`config.mk`:
```
export PLATFORM = sky130hd
export DESIGN_NAME = servo_sequence_input_decoder
export DESIGN_NICKNAME = d
export VERILOG_FILES = /design/src/rtl/servo_seq_pkg.sv /design/src/rtl/servo_sequence_input_decoder.sv
export VERILOG_INCLUDE_DIRS = /design/src /design/src/rtl
export SDC_FILE = /design/constraint.sdc
export NUM_CORES = 1
export LEC_CHECK = 0
export BUFFER_PORTS_ARGS = -buffer_cell sky130_fd_sc_hd__buf_2
export CORE_MARGIN = 2
export CORE_UTILIZATION = 39
export DETAILED_ROUTE_END_ITERATION = 12
export HOLD_SLACK_MARGIN = 0.02
export SYNTH_ARGS = -nofsm -noshare
export SYNTH_HDL_FRONTEND = slang
export SYNTH_SLANG_ARGS = --single-unit
```
`constraint.sdc`:
```
create_clock -name core_clk -period 4.5 [get_ports core_clk]
set_clock_uncertainty 0.1 [all_clocks]
set_input_delay 0.675 -clock core_clk [delete_from_list [all_inputs] [get_ports core_clk]]
set_output_delay 0.675 -clock core_clk [all_outputs]
set_load 0.03 [all_outputs]
```
`src/rtl/servo_seq_defines.svh`:
```
// register map, field layout, codes and reset values of the sequence decoder
`ifndef SERVO_SEQ_DEFINES_SVH
`define SERVO_SEQ_DEFINES_SVH
`define ADR_INSEL_LAST 5'h09
`define ADR_MODE_CFG 5'h0a
`define ADR_GAIN_CFG 5'h0b
`define ADR_LOCK_LVL 5'h0c
`define ADR_STATUS 5'h0d
`define ADR_GEAR_NUM 5'h0e
`define ADR_GEAR_LAST 5'h11
`define ADR_GEAR_DEN 5'h12
`define ADR_PRESET 5'h13
`define ADR_PRESET_LAST 5'h1a
`define F_CLEAR_EDGE 0
`define F_CTRL 1
`define F_DAMP 4
`define F_INH_DIS 6
`define F_SPD 7
`define F_ZERO 9
`define MODE_CFG_RST 32'h0000_0040
`define GAIN_CFG_RST 32'h0000_0000
`define LOCK_LVL_RST 16'h0000
`define GEAR_NUM_RST 32'h0000_0001
`define GEAR_DEN_RST 32'h0000_0001
`define PRESET_RST 16'h0000
`define FN_CLEAR 4'h1
`define FN_MODE 4'h2
`define FN_GAIN 4'h3
`define FN_FLT_LO 4'h4
`define FN_FLT_HI 4'h5
`define FN_GEAR_LO 4'h6
`define FN_GEAR_HI 4'h7
`define FN_INHIBIT 4'h8
`define FN_SPD_B0 4'h9
`define FN_SPD_B1 4'ha
`define FN_SPD_B2 4'hb
`define FN_ZERO 4'hc
`define TERM_CLEAR 4'h6
`define TERM_INHIBIT 4'h9
`define INSEL_RST {5'h08, 5'h00, 5'h00, 5'h01, 5'h00, 5'h00, 5'h06, 5'h04, 5'h03, 5'h02}
`define GAIN_BY_INPUT 4'h2
`define CM_SPD 3'h1
`define CM_TRQ 3'h2
`define CM_SW_PS 3'h3
`define CM_SW_PT 3'h4
`define CM_SW_ST 3'h5
`define DAMP_PAIRS 2'h1
`define DAMP_BIN 2'h2
`define FLT_ODD 4'h5
`define FLT_EVEN 4'ha
`define FLT_ONE 4'h1
`define SPD_OFF 2'h0
`define SPD_4 2'h1
`define SPD_3A 2'h2
`define SPD_8 2'h3
`define ZERO_CMD 2'h1
`define ZERO_LOCK_MOT 2'h2
`define ZERO_LOCK_CMD 2'h3
`define CLR_EDGE_MIN_US 100
`define CLR_LEVEL_MIN_US 1000
`endif

```
`src/rtl/servo_seq_pkg.sv`:
```
// types shared by the sequence input decoder
package servo_seq_pkg;
  typedef enum logic [2:0] {
    MODE_POS = 3'b001,
    MODE_SPD = 3'b010,
    MODE_TRQ = 3'b100
  } ctrl_mode_t;
  typedef logic [9:0][4:0] insel_t;
endpackage

```
`src/rtl/servo_sequence_input_decoder.sv`:
```
// sequence input decoder with avalon-mm configuration registers
`timescale 1ns/1ps
`include "servo_seq_defines.svh"

// Summary of operation
// counter clear only on terminal seven
// counter clear polarity always normally open
// clear zeroes error counter, stops position loop
// clear acts on level or rising edge
// host holds clear long enough per mode
// mode switch picks first/second mode pair
// gain input picks gain set when mode 2
// filter inputs select damping filters per mode
// gear inputs binary-select four numerators
// one common gear denominator for all numerators
// pulse inhibit honoured only when enable zero
// pulse inhibit only on terminal ten
// inhibited command pulses are not counted
// speed presets disabled at select zero
// speed mode 1 two bits, four presets
// speed mode 2 both on means analog
// speed mode 3 three bits, eight presets
// zero speed input normally closed, off zeroes
// unused zero input runs first preset; here it just never zeroes, speed follows the select inputs
// zero speed mode sets zeroing and locking
// per-terminal function and polarity selection
// inputs synchronised and debounced before decoding
module servo_sequence_input_decoder #(
  parameter int NUM_TERM = 10,
  parameter int DEBOUNCE_CYCLES = 16,
  parameter int ERR_W = 16
) (
  input wire logic core_clk,
  input wire logic rst_n,
  input wire logic [4:0] avs_address,
  input wire logic avs_read,
  input wire logic avs_write,
  input wire logic [31:0] avs_writedata,
  output logic [31:0] avs_readdata,
  output logic avs_waitrequest,
  input wire logic [NUM_TERM-1:0] seq_in,
  input wire logic cmd_pulse_in,
  input wire logic fb_pulse,
  input wire logic [15:0] analog_speed_in,
  input wire logic [15:0] motor_speed_in,
  output logic [2:0] active_mode,
  output logic gain_set_two,
  output logic [3:0] filter_enable,
  output logic [31:0] gear_numerator,
  output logic [31:0] gear_denominator,
  output logic pulse_inhibited,
  output logic [ERR_W-1:0] error_count,
  output logic error_clear,
  output logic position_loop_active,
  output logic [15:0] speed_command,
  output logic analog_speed_select,
  output logic zero_speed_force,
  output logic position_lock,
  output logic clear_alloc_error,
  output logic inhibit_alloc_error
);
  localparam int CW = $clog2(DEBOUNCE_CYCLES + 1);

  // ----------------------------------------------------------------
  // decode helpers
  // ----------------------------------------------------------------
  function automatic logic fn_level(input servo_seq_pkg::insel_t sel,
                                    input logic [9:0] lvl,
                                    input logic [3:0] code);
    fn_level = 1'b0;
    for (int i = 0; i < 10; i++) begin
      if (sel[i][3:0] == code) begin
        fn_level = fn_level | (lvl[i] ^ sel[i][4]);
      end
    end
  endfunction

  function automatic logic fn_used(input servo_seq_pkg::insel_t sel,
                                   input logic [3:0] code);
    fn_used = 1'b0;
    for (int i = 0; i < 10; i++) begin
      if (sel[i][3:0] == code) begin
        fn_used = 1'b1;
      end
    end
  endfunction

  function automatic logic misplaced(input servo_seq_pkg::insel_t sel,
                                     input logic [3:0] code,
                                     input logic [3:0] term);
    misplaced = 1'b0;
    for (int i = 0; i < 10; i++) begin
      if (i[3:0] != term && sel[i][3:0] == code) begin
        misplaced = 1'b1;
      end
    end
  endfunction

  function automatic logic [15:0] mag16(input logic [15:0] v);
    mag16 = v[15] ? (~v + 16'h0001) : v;
  endfunction

  // ----------------------------------------------------------------
  // registers
  // ----------------------------------------------------------------
  servo_seq_pkg::insel_t insel_q;
  logic [31:0] cfg_q;
  logic [31:0] gain_q;
  logic [15:0] lock_lvl_q;
  logic [31:0] gear_num_q [4];
  logic [31:0] gear_den_q;
  logic [15:0] preset_q [8];
  logic wait_q;
  logic [31:0] rdata_q;
  logic [NUM_TERM-1:0] stable_w;

  // ----------------------------------------------------------------
  // input synchronisers and debounce
  // ----------------------------------------------------------------
  genvar g;
  generate
    for (g = 0; g < NUM_TERM; g++) begin : g_term
      logic s1_q;
      logic s2_q;
      logic st_q;
      logic [CW-1:0] cnt_q;
      // a level must stay put for the whole count to be taken
      always_ff @(posedge core_clk or negedge rst_n) begin
        if (!rst_n) begin
          s1_q <= 1'b0;
          s2_q <= 1'b0;
          st_q <= 1'b0;
          cnt_q <= '0;
        end else begin
          s1_q <= seq_in[g];
          s2_q <= s1_q;
          if (s2_q == st_q) begin
            cnt_q <= '0;
          end else if (cnt_q == CW'(DEBOUNCE_CYCLES - 1)) begin
            st_q <= s2_q;
            cnt_q <= '0;
          end else begin
            cnt_q <= cnt_q + CW'(1);
          end
        end
      end
      assign stable_w[g] = st_q;
    end
  endgenerate

  // ----------------------------------------------------------------
  // avalon-mm slave
  // ----------------------------------------------------------------
  wire req_w = avs_read | avs_write;
  wire wr_w = avs_write & ~wait_q;
  wire [4:0] gear_off_w = avs_address - `ADR_GEAR_NUM;
  wire [4:0] pre_off_w = avs_address - `ADR_PRESET;
  wire is_insel_w = avs_address <= `ADR_INSEL_LAST;
  wire is_gear_w = avs_address >= `ADR_GEAR_NUM && avs_address <= `ADR_GEAR_LAST;
  wire is_pre_w = avs_address >= `ADR_PRESET && avs_address <= `ADR_PRESET_LAST;
  wire [31:0] status_w;
  wire [31:0] rd_w =
    is_insel_w ? {27'h0, insel_q[avs_address[3:0]]} :
    (avs_address == `ADR_MODE_CFG) ? {21'h0, cfg_q[10:0]} :
    (avs_address == `ADR_GAIN_CFG) ? {20'h0, gain_q[11:0]} :
    (avs_address == `ADR_LOCK_LVL) ? {16'h0, lock_lvl_q} :
    (avs_address == `ADR_STATUS) ? status_w :
    is_gear_w ? gear_num_q[gear_off_w[1:0]] :
    (avs_address == `ADR_GEAR_DEN) ? gear_den_q :
    is_pre_w ? {16'h0, preset_q[pre_off_w[2:0]]} : 32'h0;

  // one wait state: data is latched on the first edge, handed over on the second
  always_ff @(posedge core_clk or negedge rst_n) begin
    if (!rst_n) begin
      wait_q <= 1'b1;
      rdata_q <= 32'h0;
    end else begin
      wait_q <= ~(req_w & wait_q);
      if (avs_read && wait_q) begin
        rdata_q <= rd_w;
      end
    end
  end

  always_ff @(posedge core_clk or negedge rst_n) begin
    if (!rst_n) begin
      insel_q <= `INSEL_RST;
      cfg_q <= `MODE_CFG_RST;
      gain_q <= `GAIN_CFG_RST;
      lock_lvl_q <= `LOCK_LVL_RST;
      gear_den_q <= `GEAR_DEN_RST;
      for (int i = 0; i < 4; i++) begin
        gear_num_q[i] <= `GEAR_NUM_RST;
      end
      for (int i = 0; i < 8; i++) begin
        preset_q[i] <= `PRESET_RST;
      end
    end else if (wr_w) begin
      if (is_insel_w) begin
        insel_q[avs_address[3:0]] <= avs_writedata[4:0];
      end
      if (avs_address == `ADR_MODE_CFG) begin
        cfg_q <= {21'h0, avs_writedata[10:0]};
      end
      if (avs_address == `ADR_GAIN_CFG) begin
        gain_q <= {20'h0, avs_writedata[11:0]};
      end
      if (avs_address == `ADR_LOCK_LVL) begin
        lock_lvl_q <= avs_writedata[15:0];
      end
      if (is_gear_w) begin
        gear_num_q[gear_off_w[1:0]] <= avs_writedata;
      end
      if (avs_address == `ADR_GEAR_DEN) begin
        gear_den_q <= avs_writedata;
      end
      if (is_pre_w) begin
        preset_q[pre_off_w[2:0]] <= avs_writedata[15:0];
      end
    end
  end

  // ----------------------------------------------------------------
  // function decode
  // ----------------------------------------------------------------
  wire [9:0] lv_w = stable_w[9:0];
  wire clear_edge_w = cfg_q[`F_CLEAR_EDGE];
  wire [2:0] cm_w = cfg_q[`F_CTRL +: 3];
  wire [1:0] damp_w = cfg_q[`F_DAMP +: 2];
  wire inh_dis_w = cfg_q[`F_INH_DIS];
  wire [1:0] spd_w = cfg_q[`F_SPD +: 2];
  wire [1:0] zm_w = cfg_q[`F_ZERO +: 2];
  // polarity bit ignored: this input is always normally open
  wire cc_lvl_w = insel_q[`TERM_CLEAR][3:0] == `FN_CLEAR && lv_w[`TERM_CLEAR];
  wire clr_bad_w = misplaced(insel_q, `FN_CLEAR, `TERM_CLEAR);
  wire inh_bad_w = misplaced(insel_q, `FN_INHIBIT, `TERM_INHIBIT);
  wire inh_lvl_w = insel_q[`TERM_INHIBIT][3:0] == `FN_INHIBIT &&
                   (lv_w[`TERM_INHIBIT] ^ insel_q[`TERM_INHIBIT][4]);
  wire inhibit_w = inh_lvl_w & ~inh_dis_w;
  wire mode_lvl_w = fn_level(insel_q, lv_w, `FN_MODE);
  wire gain_lvl_w = fn_level(insel_q, lv_w, `FN_GAIN);
  wire flo_w = fn_level(insel_q, lv_w, `FN_FLT_LO);
  wire fhi_w = fn_level(insel_q, lv_w, `FN_FLT_HI);
  wire [1:0] gear_idx_w = {fn_level(insel_q, lv_w, `FN_GEAR_HI),
                           fn_level(insel_q, lv_w, `FN_GEAR_LO)};
  wire [2:0] vsel_w = {fn_level(insel_q, lv_w, `FN_SPD_B2),
                       fn_level(insel_q, lv_w, `FN_SPD_B1),
                       fn_level(insel_q, lv_w, `FN_SPD_B0)};
  wire zero_used_w = fn_used(insel_q, `FN_ZERO);
  wire zero_lvl_w = fn_level(insel_q, lv_w, `FN_ZERO);

  // ----------------------------------------------------------------
  // counter clear and error counter
  // ----------------------------------------------------------------
  logic cc_prev_q;
  logic cp1_q;
  logic cp2_q;
  logic cp3_q;
  logic [ERR_W-1:0] err_q;
  logic err_clr_q;
  logic loop_q;
  wire clear_now_w = clear_edge_w ? (cc_lvl_w & ~cc_prev_q) : cc_lvl_w;
  wire accept_w = cp2_q & ~cp3_q & ~inhibit_w;

  always_ff @(posedge core_clk or negedge rst_n) begin
    if (!rst_n) begin
      cc_prev_q <= 1'b0;
      cp1_q <= 1'b0;
      cp2_q <= 1'b0;
      cp3_q <= 1'b0;
    end else begin
      cc_prev_q <= cc_lvl_w;
      cp1_q <= cmd_pulse_in;
      cp2_q <= cp1_q;
      cp3_q <= cp2_q;
    end
  end

  // clear beats any pulse arriving in the same cycle
  always_ff @(posedge core_clk or negedge rst_n) begin
    if (!rst_n) begin
      err_q <= '0;
      err_clr_q <= 1'b0;
      loop_q <= 1'b0;
    end else begin
      err_clr_q <= clear_now_w;
      if (clear_now_w) begin
        err_q <= '0;
        loop_q <= 1'b0;
      end else begin
        err_q <= err_q + ERR_W'(accept_w) - ERR_W'(fb_pulse);
        if (accept_w) begin
          loop_q <= 1'b1;
        end
      end
    end
  end

  // ----------------------------------------------------------------
  // mode, gain, filter, gear and speed selection
  // ----------------------------------------------------------------
  servo_seq_pkg::ctrl_mode_t mode_w;
  assign mode_w =
    (cm_w == `CM_SPD) ? servo_seq_pkg::MODE_SPD :
    (cm_w == `CM_TRQ) ? servo_seq_pkg::MODE_TRQ :
    (cm_w == `CM_SW_PS) ? (mode_lvl_w ? servo_seq_pkg::MODE_SPD : servo_seq_pkg::MODE_POS) :
    (cm_w == `CM_SW_PT) ? (mode_lvl_w ? servo_seq_pkg::MODE_TRQ : servo_seq_pkg::MODE_POS) :
    (cm_w == `CM_SW_ST) ? (mode_lvl_w ? servo_seq_pkg::MODE_TRQ : servo_seq_pkg::MODE_SPD) :
    servo_seq_pkg::MODE_POS;
  wire [3:0] gmode_w =
    (mode_w == servo_seq_pkg::MODE_POS) ? gain_q[3:0] :
    (mode_w == servo_seq_pkg::MODE_SPD) ? gain_q[7:4] : gain_q[11:8];
  wire gain2_w = gmode_w == `GAIN_BY_INPUT && gain_lvl_w;
  wire [3:0] flt_w =
    (damp_w == `DAMP_PAIRS) ? (flo_w ? `FLT_EVEN : `FLT_ODD) :
    (damp_w == `DAMP_BIN) ? (`FLT_ONE << {fhi_w, flo_w}) : 4'h0;
  wire [2:0] pidx_w = (spd_w == `SPD_8) ? vsel_w : {1'b0, vsel_w[1:0]};
  wire analog_w = spd_w == `SPD_OFF ||
                  (spd_w == `SPD_3A && vsel_w[1:0] == 2'h3);
  // designation asserted on an off level; unallocated input never zeroes
  wire zero_on_w = zero_used_w & ~zero_lvl_w;
  wire zforce_w = zero_on_w && (zm_w == `ZERO_CMD || zm_w == `ZERO_LOCK_MOT);
  wire lock_w = zero_on_w &&
    ((zm_w == `ZERO_LOCK_MOT && mag16(motor_speed_in) <= lock_lvl_q) ||
     (zm_w == `ZERO_LOCK_CMD && mag16(speed_command) <= lock_lvl_q));
  wire [15:0] spd_next_w = zforce_w ? 16'h0000 :
                           analog_w ? analog_speed_in : preset_q[pidx_w];

  logic [2:0] mode_q;
  logic gain2_q;
  logic [3:0] flt_q;
  logic [31:0] gnum_q;
  logic inh_q;
  logic [15:0] spd_q;
  logic analog_q;
  logic zforce_q;
  logic lock_q;
  logic clr_bad_q;
  logic inh_bad_q;

  always_ff @(posedge core_clk or negedge rst_n) begin
    if (!rst_n) begin
      mode_q <= servo_seq_pkg::MODE_POS;
      gain2_q <= 1'b0;
      flt_q <= 4'h0;
      gnum_q <= `GEAR_NUM_RST;
      inh_q <= 1'b0;
      spd_q <= 16'h0000;
      analog_q <= 1'b1;
      zforce_q <= 1'b0;
      lock_q <= 1'b0;
      clr_bad_q <= 1'b0;
      inh_bad_q <= 1'b0;
    end else begin
      mode_q <= mode_w;
      gain2_q <= gain2_w;
      flt_q <= flt_w;
      gnum_q <= gear_num_q[gear_idx_w];
      inh_q <= inhibit_w;
      spd_q <= spd_next_w;
      analog_q <= analog_w;
      zforce_q <= zforce_w;
      lock_q <= lock_w;
      clr_bad_q <= clr_bad_w;
      inh_bad_q <= inh_bad_w;
    end
  end

  assign status_w = {6'h0, lv_w, loop_q, lock_q, zforce_q, analog_q, gear_idx_w,
                     flt_q, gain2_q, mode_q, inh_bad_q, clr_bad_q};

  // ----------------------------------------------------------------
  // outputs
  // ----------------------------------------------------------------
  assign avs_readdata = rdata_q;
  assign avs_waitrequest = wait_q;
  assign active_mode = mode_q;
  assign gain_set_two = gain2_q;
  assign filter_enable = flt_q;
  assign gear_numerator = gnum_q;
  assign gear_denominator = gear_den_q;
  assign pulse_inhibited = inh_q;
  assign error_count = err_q;
  assign error_clear = err_clr_q;
  assign position_loop_active = loop_q;
  assign speed_command = spd_q;
  assign analog_speed_select = analog_q;
  assign zero_speed_force = zforce_q;
  assign position_lock = lock_q;
  assign clear_alloc_error = clr_bad_q;
  assign inhibit_alloc_error = inh_bad_q;
endmodule // servo_sequence_input_decoder

```
## Yosys cells after proc, flatten, opt, wreduce, memory -nomap -nowiden

Cells that the tools add are included.

- Word-level logic and storage cells: 647
- Input bits: 85
- Flip-flop bits (word level): 574
- Output and inout port bits: 145

- Reductions and logical operators: 36
- Equal/unequal tests: 161
- Order comparisons: 15
- Mux-type cells: 201
- Shift operators: 1
- Add/sub/neg operators: 16
- Bitwise gates (word level): 131

Operators with widths:

| cell | count |
|---|---|
| two-way mux 32 bit | 12 |
| bitwise mux 128 bit | 2 |
| == test 4 bit (second input constant) | 50 |
| two-way mux 16 bit | 11 |
| == test 4 x 3 -> 1 bit (second input constant) | 40 |
| two-way mux 1 bit | 131 |
| binary-select mux 32 bit (select 2 bit) | 2 |
| two-way mux 5 bit | 22 |
| binary-select mux 16 bit (select 3 bit) | 2 |
| OR 1 bit | 91 |
| == test 4 x 2 -> 1 bit (second input constant) | 21 |
| == test 5 x 4 -> 1 bit (second input constant) | 14 |
| demux 32 bit (select 2 bit) | 1 |
| adder 5 x 1 -> 5 bit (second input constant) | 10 |
| bitwise mux 50 bit | 1 |
| demux 16 bit (select 3 bit) | 1 |
| == test 4 x 1 -> 1 bit (second input constant) | 10 |
| AND reduction 2 bit | 17 |
| adder 16 x 1 -> 16 bit (second input constant) | 2 |
| less-or-equal comparator 16 bit | 2 |
| inverter 16 bit | 2 |
| two-way mux 3 bit | 8 |
| binary-select mux 5 bit (select 4 bit) | 1 |
| demux 5 bit (select 4 bit) | 1 |
| 33 further kinds | 107 |

## Depth between registers and ports, before layout

Gate-level depths: netlist (run 1).

- Depth after elaboration: 31
- Depth in mapped cells: 15

## Worst setup path after synthesis (run 1)

Ideal clock, no wire load.

- Path kind: input-to-reg
- Start: input avs_address[1]
- End: register preset_q[10] in the netlist's numbering
- Stages: 11
- Arrival time: 3.376 ns
- Library setup time: 0.125 ns
- Path slack: 0.899 ns
- Required time: 4.275 ns
- Cell sequence: clkbuf_1 -> buf_1 -> inv_1 -> ha_1 -> clkbuf_1 -> and2_1 -> clkbuf_1 -> and3_1 -> clkbuf_1 -> buf_1 -> mux2_2

- Word-level cells in the longest chain between the ends: 7
- Elaborated cells between the ends (all ways): 12
- Those cells by class: 1 x add/sub; 4 x order compare; 3 x mux; 1 x bitwise; 3 x reduce/logical

RTL lines:

| element | line | text |
|---|---|---|
| start: declaration | servo_sequence_input_decoder.sv:35 | `input wire logic [4:0] avs_address,` |
| subtractor 3 x 2 -> 3 bit (no source line) | - |  |
| inverter 3 -> 4 bit (not written as such) | servo_sequence_input_decoder.sv:218 | `preset_q[pre_off_w[2:0]] <= avs_writedata[15:0];` |
| greater-or-equal comparator 4 bit (not written as such) / < comparator 4 x 1 -> 1 bit (equally long branches) | servo_sequence_input_decoder.sv:218 |  |
| logical AND 1 bit (not written as such) | servo_sequence_input_decoder.sv:218 |  |
| two-way mux 16 bit (not written as such) | servo_sequence_input_decoder.sv:218 |  |
| demux 16 bit (select 3 bit) | servo_sequence_input_decoder.sv:218 |  |
| bitwise mux 128 bit | servo_sequence_input_decoder.sv:218 |  |
| end signal: indexed assignment | servo_sequence_input_decoder.sv:196 | `` preset_q[i] <= `PRESET_RST; `` |
| end signal: indexed assignment | servo_sequence_input_decoder.sv:218 |  |
| end: declaration | servo_sequence_input_decoder.sv:112 | `logic [15:0] preset_q [8];` |

Parallel ways exist; a longest one is shown, timed or not.
A chain may end at the register's enable or synchronous reset.

## Worst setup path after layout (run 1)

- Start: register g_term[9].st_q
- End: register err_q[14], in the netlist error_count[14]

- Word-level cells in the longest chain between the ends: 8

RTL lines:

| element | line | text |
|---|---|---|
| start: declaration | servo_sequence_input_decoder.sv:125 | `logic st_q;` |
| start signal: assignment | servo_sequence_input_decoder.sv:140 | `st_q <= s2_q;` |
| bitwise XOR 1 bit | servo_sequence_input_decoder.sv:238 | `` (lv_w[`TERM_INHIBIT] ^ insel_q[`TERM_INHIBIT][4]); `` |
| logical AND 1 bit | servo_sequence_input_decoder.sv:237 | `` wire inh_lvl_w = insel_q[`TERM_INHIBIT][3:0] == `FN_INHIBIT && `` |
| AND 1 bit | servo_sequence_input_decoder.sv:239 | `wire inhibit_w = inh_lvl_w & ~inh_dis_w;` |
| via inhibit_w | servo_sequence_input_decoder.sv:239 |  |
| inverter 1 bit | servo_sequence_input_decoder.sv:263 | `wire accept_w = cp2_q & ~cp3_q & ~inhibit_w;` |
| AND 1 bit | servo_sequence_input_decoder.sv:263 |  |
| adder 16 x 1 -> 16 bit | servo_sequence_input_decoder.sv:291 | `err_q <= err_q + ERR_W'(accept_w) - ERR_W'(fb_pulse);` |
| subtractor 16 x 1 -> 16 bit | servo_sequence_input_decoder.sv:291 |  |
| two-way mux 16 bit | servo_sequence_input_decoder.sv:287 | `if (clear_now_w) begin` |
| end signal: assignment | servo_sequence_input_decoder.sv:291 |  |
| end: declaration | servo_sequence_input_decoder.sv:259 | `logic [ERR_W-1:0] err_q;` |

The timed path passes the listed nets, and every way through them passes these cells.

==> run_results.csv, run 1 <==
group,metric,value,unit
synth,ys_ff_latch,574,
worst_setup_path,reg2reg_depth,15,
run,drv_cap,0,
detailed_routing,drt_iter0_markers,2021,
grt,overflow,0,
power_and_ir_drop,p_seq_share,40.5,%
worst_setup_path,worstSetupStartpointType,"flop",
synth,syn_nets,2750,
synth,syn-cell-area,30000,sq um
synth,async_flop_share,100,%
synth,synth_area_leaders,"dfrtp_1 46%, mux2_2 15%, mux2i_1 5.2%, mux4_2 3.1%, ha_1 2.7%",
synth,synth_compound_area_share,10.5,%
clock_tree,cts_buffer_depth,3,
clock_tree,clock_latency,0.61,ns
die,dieArea,79200,sq um
detailed_routing,routed_via_density,5.86,
worst_setup_path,cp_max_fo,5,
worst_setup_path,crit_type,"flop to flop",
synth,yosysMostFrequentCell,"dfrtp_1",
outcome,outcome,"completed",
worst_setup_path,worstReg2RegEnd,"error_count[14]",
worst_setup_path,critPathLaunch,"g_term[9].st_q",
clock_tree,cts_buffers,67,
place,portBuffers,229,
clock_tree,clk_pin_slew,0.06,ns
worst_setup_path,critPathRequiredTime,4.88,ns
synth,synth_cell_types,76,
sta,rsz0062_at_grt,"no",
power_and_ir_drop,power_density,483,nW/um^2
final_layout,drive_above_1_share,31.1,%
power_and_ir_drop,clkPwrFrac,33.0,%
synth,synthCells,2598,
clock_tree,root_buffer,"clkbuf_16",
synth,synth_xor_area_share,2.48,%
die,io_pins,230,
worst_setup_path,rrSetupSlack,0.42,ns
worst_setup_path,critPathCaptureType,"flop",
synth,synth-main-ff-cell,"dfrtp_1",
synth,synth-simple-area-share,9.75,%
power_and_ir_drop,p_leak,16.7,nW
grt,grt_max_degree,123,
power_and_ir_drop,comb_power_share,26.4,%
place,place_congestion,0.907,
final_layout,final_nets,2955,
grt,antenna_found_initial,12,
sta,period_share,90.6,%
worst_setup_path,reg2reg_from,"g_term[9].st_q",
sta,fmax,245,MHz
grt,grt_use_total,24.9,%
clock_tree,cts_resized,0,
synth,synth_top_family_by_area,"multiplexers",
clock_tree,htreeDepth,3,
sta,final_max_slew_viol_count,0,
detailed_routing,first_pass_iters,5,
clock_tree,holdBufCountCts,0,
worst_hold_path,hp-class,"input pin to flop",
grt,grt_pass1_wl,148000,microns
detailed_routing,ant_nets,0,
power_and_ir_drop,finalPower,16.8,mW
worst_setup_path,crit_arrival,4.46,ns
synth,synthAdderAreaFrac,2.82,%
clock_tree,cts_tree,"yes",
sta,fin_setup_tns,0,ns
synth,synthMuxAreaShare,23.5,%
die,core_region_area,76100,sq um
synth,avgSynthCellArea,11.6,sq um
power_and_ir_drop,ir_worst_vdd,241,uV
synth,seq_area_frac_synth,47.9,%
die,fp-row-count,101,
detailed_routing,post_drt_wl_per_cell,25.4,microns
detailed_routing,finalWirelength,98700,microns
clock_tree,cts_setup_buffers,0,
power_and_ir_drop,p_int,11.2,mW
synth,synth_edf_count,0,
sta,tightest_slew,1.06,ns
grt,grt_pass1_vias,23296,
die,initial_core_util,39.5,%
worst_setup_path,endpoint,"error_count[14]",
synth,yosys_warnings,0,
final_layout,syn2layout_area_growth,15.6,%
clock_tree,clock_sinks,574,
place,hpwl,68600,microns
die,die-width,282,microns
power_and_ir_drop,sw_frac_of_total,33.5,%
synth,synth_top_area_share,46.3,%
detailed_routing,drc,0,
sta,slew_headroom,29.1,%
power_and_ir_drop,power.switching,5.61,mW
sta,min_period,4.08,ns
synth,synth_area_leader_cell,"dfrtp_1",
synth,synth_common_cells,"556 x dfrtp_1, 405 x mux2_2, 155 x mux2i_1",
detailed_routing,vias,22807,
die,die_h,282,microns
sta,finalSetupViolCount,0,
sta,hold_viol,0,
-- power groups by stage --
| stage | clock (mW) | sequential, mW | combinational, mW |
|---|---|---|---|
| after floorplan | 0 | 7.10 | 2.64 |
| after global routing | 5.87 | 6.89 | 4.85 |
| after global placement | 0 | 6.81 | 4.30 |
| after CTS | 5.63 | 6.78 | 4.43 |
| after detailed placement | 0 | 6.86 | 4.40 |
| final | 5.54 | 6.80 | 4.44 |
-- registers in the layout, indices dropped and copies added (netlist names), 16 cells and up --
signal and flops:
gear_num_q 128, preset_q 128, g_term.cnt_q 50, insel_q 50, avs_readdata 32, gear_denominator 32, gear_numerator 32, error_count 16
lock_lvl_q 16, speed_command 16
-- placed cells by master, fill, tap and decap left out, types with 20 or more instances in the layout --
| cell type | instances |
|---|---|
| a211oi_1 | 43 |
| a21o_1 | 29 |
| a21oi_1 | 99 |
| a22oi_1 | 37 |
| and2_1 | 21 |
| and3_1 | 26 |
| buf_2 | 227 |
| buf_4 | 62 |
| clkbuf_1 | 20 |
| clkbuf_16 | 68 |
| dfrtp_1 | 556 |
| ha_1 | 66 |
| inv_1 | 71 |
| mux2_2 | 405 |
| mux2i_1 | 155 |
| mux4_2 | 42 |
| nand2_1 | 127 |
| nand2b_1 | 23 |
| nand3_1 | 69 |
| nand4_1 | 24 |
| nor2_1 | 136 |
| nor2b_1 | 26 |
| nor3_1 | 26 |
| o21ai_0 | 94 |
| o31a_1 | 32 |
| xnor2_1 | 36 |
| xor2_1 | 49 |
-- worst max-delay path, cell delays in order, from the launching register on --
cell and delay, ns:
dfrtp_1 0.53, xor2_1 0.33, nand3b_1 0.20, nor3_1 0.44, or3b_2 0.22, ha_1 0.12, inv_1 0.04, ha_1 0.21
fa_1 0.46, a211oi_1 0.32, o21ai_0 0.19, a31oi_1 0.22, a21oi_1 0.13, a31oi_1 0.23, xor2_1 0.16, nor2_1 0.05
-- stage by stage --
step	std cells	cell area [sq um]	setup slack, ns	hold slack [ns]	utilization [%]
floorplan	2598	30000	0.899	0.231	-
global placement	3764	32500	0.512	0.233	42.7
detailed placement	3764	32500	0.464	0.236	42.7
CTS	3886	34700	0.429	0.0486	45.6
global route	3889	34700	0.0222	0.0518	45.6
finish	3889	34700	0.421	0.0707	45.6
-- how the worst min path moves through the flow --
| stage | from | depth (start not counted) | end | slack [ns] |
|---|---|---|---|---|
| after floorplan | cp1_q | 0 | cp2_q | 0.23 |
| after global placement | g_term[4].s1_q | 0 | g_term[4].s2_q | 0.23 |
| after detailed placement | cp1_q | 0 | cp2_q | 0.24 |
| after CTS | seq_in[2] | 1 | g_term[2].s1_q | 0.05 |
| after global routing | seq_in[2] | 1 | g_term[2].s1_q | 0.05 |
| final | seq_in[2] | 1 | g_term[2].s1_q | 0.07 |
-- logic make-up after synthesis --
family          Yosys count
xor+xnor                 85
flops                   574
simple gates            571
buf+inv                 232
mux                     602
compound gates          467
fa+ha+maj                67
-- metal layers --
layer | wire length, microns | up-vias | GRT usage [%]
met3 | 7200 | 180 | 5.20
met1 | 42500 | 11703 | 33.9
met5 | 49 | - | 0
met2 | 45900 | 894 | 39.3
li1 | - | 10022 | -
met4 | 3070 | 8 | 8.63
-- cell type report --
type,count,area (sq um)
repair buffers,297,1750
clock buffers,103,1980
inverters,71,267
flip-flops and latches,574,14400
well taps,1030,1290
diodes,3,7.51
fillers,7108,41400
clock inverters,19,240
multi-input cells,1792,14800
Note: power is estimated with default switching activity, not from simulation.
==> inputs of run 2 (changes only) <==
Clock period 4.5 ns to 3.75 ns, I/O delays scaled along.
==> run_results.csv, run 2 (synthesis results as in run 1) <==
group,metric,value,unit
worst_setup_path,cp_max_fo,3,
clock_tree,clock_latency,0.61,ns
clock_tree,cts_tree,"yes",
worst_hold_path,hold_depth,2,
worst_setup_path,critPathRequiredTime,4.12,ns
die,io_pins,230,
sta,tightest_slew,0.968,ns
sta,slew_headroom,34.5,%
final_layout,drive_above_1_share,31.8,%
worst_hold_path,hp-start,"avs_read",
die,die-width,282,microns
power_and_ir_drop,p_leak,16.9,nW
worst_setup_path,path_buf_inv,1,
grt,grt_use_total,24.7,%
worst_setup_path,worstReg2RegEnd,"error_count[14]",
sta,fmax,279,MHz
worst_hold_path,whs_endpoint,"avs_waitrequest",
worst_setup_path,reg2reg_depth,15,
detailed_routing,ant_nets,0,
detailed_routing,drt_iter0_markers,1847,
sta,fin_ws,0.162,ns
final_layout,final_nets,2995,
clock_tree,clock_sinks,574,
detailed_routing,routed_via_density,5.79,
sta,finalSetupViolCount,0,
sta,rsz0062_at_grt,"yes",
die,initial_core_util,39.5,%
die,die_h,282,microns
power_and_ir_drop,ir_worst_vdd,275,uV
worst_setup_path,worst_path_max_delay_cell,"or3b_2",
detailed_routing,drc,0,
final_layout,fill_cells,7015,
final_layout,top_regs,"gear_num_q (128), preset_q (128)",
power_and_ir_drop,power_density,571,nW/um^2
die,fp-row-count,101,
final_layout,fin_cells,3924,
detailed_routing,first_pass_iters,5,
sta,fin_setup_tns,0,ns
sta,whs,0.0719,ns
clock_tree,cts_setup_buffers,0,
clock_tree,clk_pin_slew,0.05,ns
final_layout,multiInputGateArea,14800,sq um
detailed_routing,finalWirelength,98100,microns
sta,min_period,3.59,ns
place,hpwl,69200,microns
grt,antenna_found_initial,13,
worst_setup_path,slowest_delay,0.47,ns
grt,grt_pass1_vias,23096,
detailed_routing,post_drt_wl_per_cell,25.0,microns
final_layout,final_common_cell,"dfrtp_1",
die,core_region_area,76100,sq um
grt,grt_max_degree,87,
final_layout,seq_area,14400,sq um
final_layout,finalInstanceArea,35100,sq um
sta,final_max_slew_viol_count,0,
sta,period_share,95.7,%
clock_tree,cts_buffers,67,
worst_hold_path,hp-class,"input pin to flop",
detailed_routing,vias,22713,
outcome,outcome,"completed",
run,drv_cap,0,
place,place_congestion,0.926,
worst_setup_path,crit_family,"compound AO/OA/AOI/OAI gates",
worst_setup_path,critical_path.cell_chain,"xor2_1 -> nand3b_1 -> nor3_1 -> or3b_2 -> ha_1 -> inv_1 -> ha_1 -> fa_2 -> a211oi_2 -> o21ai_1 -> a31oi_1 -> a21oi_1 -> a31oi_1 -> xor2_1 -> nor2_1",
worst_setup_path,crit_type,"flop to flop",
final_layout,layout_common_cells,"556 x dfrtp_1, 405 x mux2_2, 227 x buf_2",
die,dieArea,79200,sq um
worst_setup_path,reg2reg_from,"insel_q[49]",
place,portBuffers,229,
place,dp.cells,3792,
clock_tree,cts_buffer_depth,3,
clock_tree,root_buffer,"clkbuf_16",
worst_setup_path,critPathCaptureType,"flop",
final_layout,syn2layout_area_growth,17.0,%
grt,overflow,0,
grt,grt_pass1_wl,147000,microns
place,pre_cts_slack,0.0333,ns
clock_tree,htreeDepth,3,
final_layout,utilization,46.2,%
sta,hold_viol,0,
power_and_ir_drop,finalPower,20.1,mW
place,dpl_cell_area,32800,sq um
worst_setup_path,rrSetupSlack,0.16,ns
worst_setup_path,worstSetupStartpointType,"flop",
worst_setup_path,crit_arrival,3.96,ns
-- run 2: changes by cell type in the layout (fill, tap and decap cells not counted), moves of 2 or more --
| cell | before | now |
|---|---|---|
| buf_4 | 62 | 81 |
| dlygate4sd3_1 | 0 | 12 |
| clkinv_2 | 7 | 9 |
| clkinvlp_4 | 3 | 1 |
| clkbuf_1 | 20 | 13 |
| clkbuf_8 | 15 | 18 |
| clkinv_4 | 0 | 2 |
| buf_12 | 6 | 15 |
-- run 2: area by class of cell --
class | count | area share, %
Timing Repair Buffer | 337 | 6.24
Inverter | 71 | 0.759
Multi-Input combinational cell | 1792 | 42.1
Clock buffer | 99 | 5.69
Clock inverter | 19 | 0.577
Tap cell | 1030 | 3.67
Antenna cell | 2 | 0.0142
Sequential cell | 574 | 41.0
-- run 2: worst register-to-register path: stages, from the launching register on --
cell and delay [ns]:
dfrtp_1 0.38, xor2_1 0.18, nand3b_1 0.14, nor3_1 0.10, or3b_2 0.47, ha_1 0.29
inv_1 0.04, ha_1 0.22, fa_2 0.39, a211oi_2 0.25, o21ai_1 0.13, a31oi_1 0.23
a21oi_1 0.13, a31oi_1 0.19, xor2_1 0.17, nor2_1 0.05
-- run 2: layer usage --
metal,wire (microns),vias up,track usage [%]
met3,6870,156,4.75
met1,42400,11677,33.5
li1,-,10075,-
met4,2610,8,7.77
met5,62,-,0
met2,46200,797,39.9
-- run 2: power by group --
group / leakage (nW) / internal (mW) / switching (mW) / total, mW
sequential: 7.49 / 7.23 / 0.894 / 8.12
combinational: 8.35 / 2.28 / 3.12 / 5.40
clock: 1.09 / 3.90 / 2.63 / 6.53
-- run 2: worst max-delay path by stage --
stage	start	endpoint	slack, ns	depth (start not counted)
final	insel_q[49]	error_count[14]	0.16	15
after detailed placement	insel_q[49]	error_count[14]	0.03	15
after global routing	insel_q[49]	error_count[15]	-0.02	14
after CTS	insel_q[49]	error_count[14]	0.02	15
after global placement	insel_q[49]	error_count[14]	0.05	15
after floorplan	g_term[9].st_q	error_count[14]	0.25	15
-- run 2: repair_timing --
action / CTS / global route
hold endpoints to repair: 79 / 0
setup endpoints to repair: 0 / 2
resized for setup: 0 / 3
hold buffers: 12 / 0
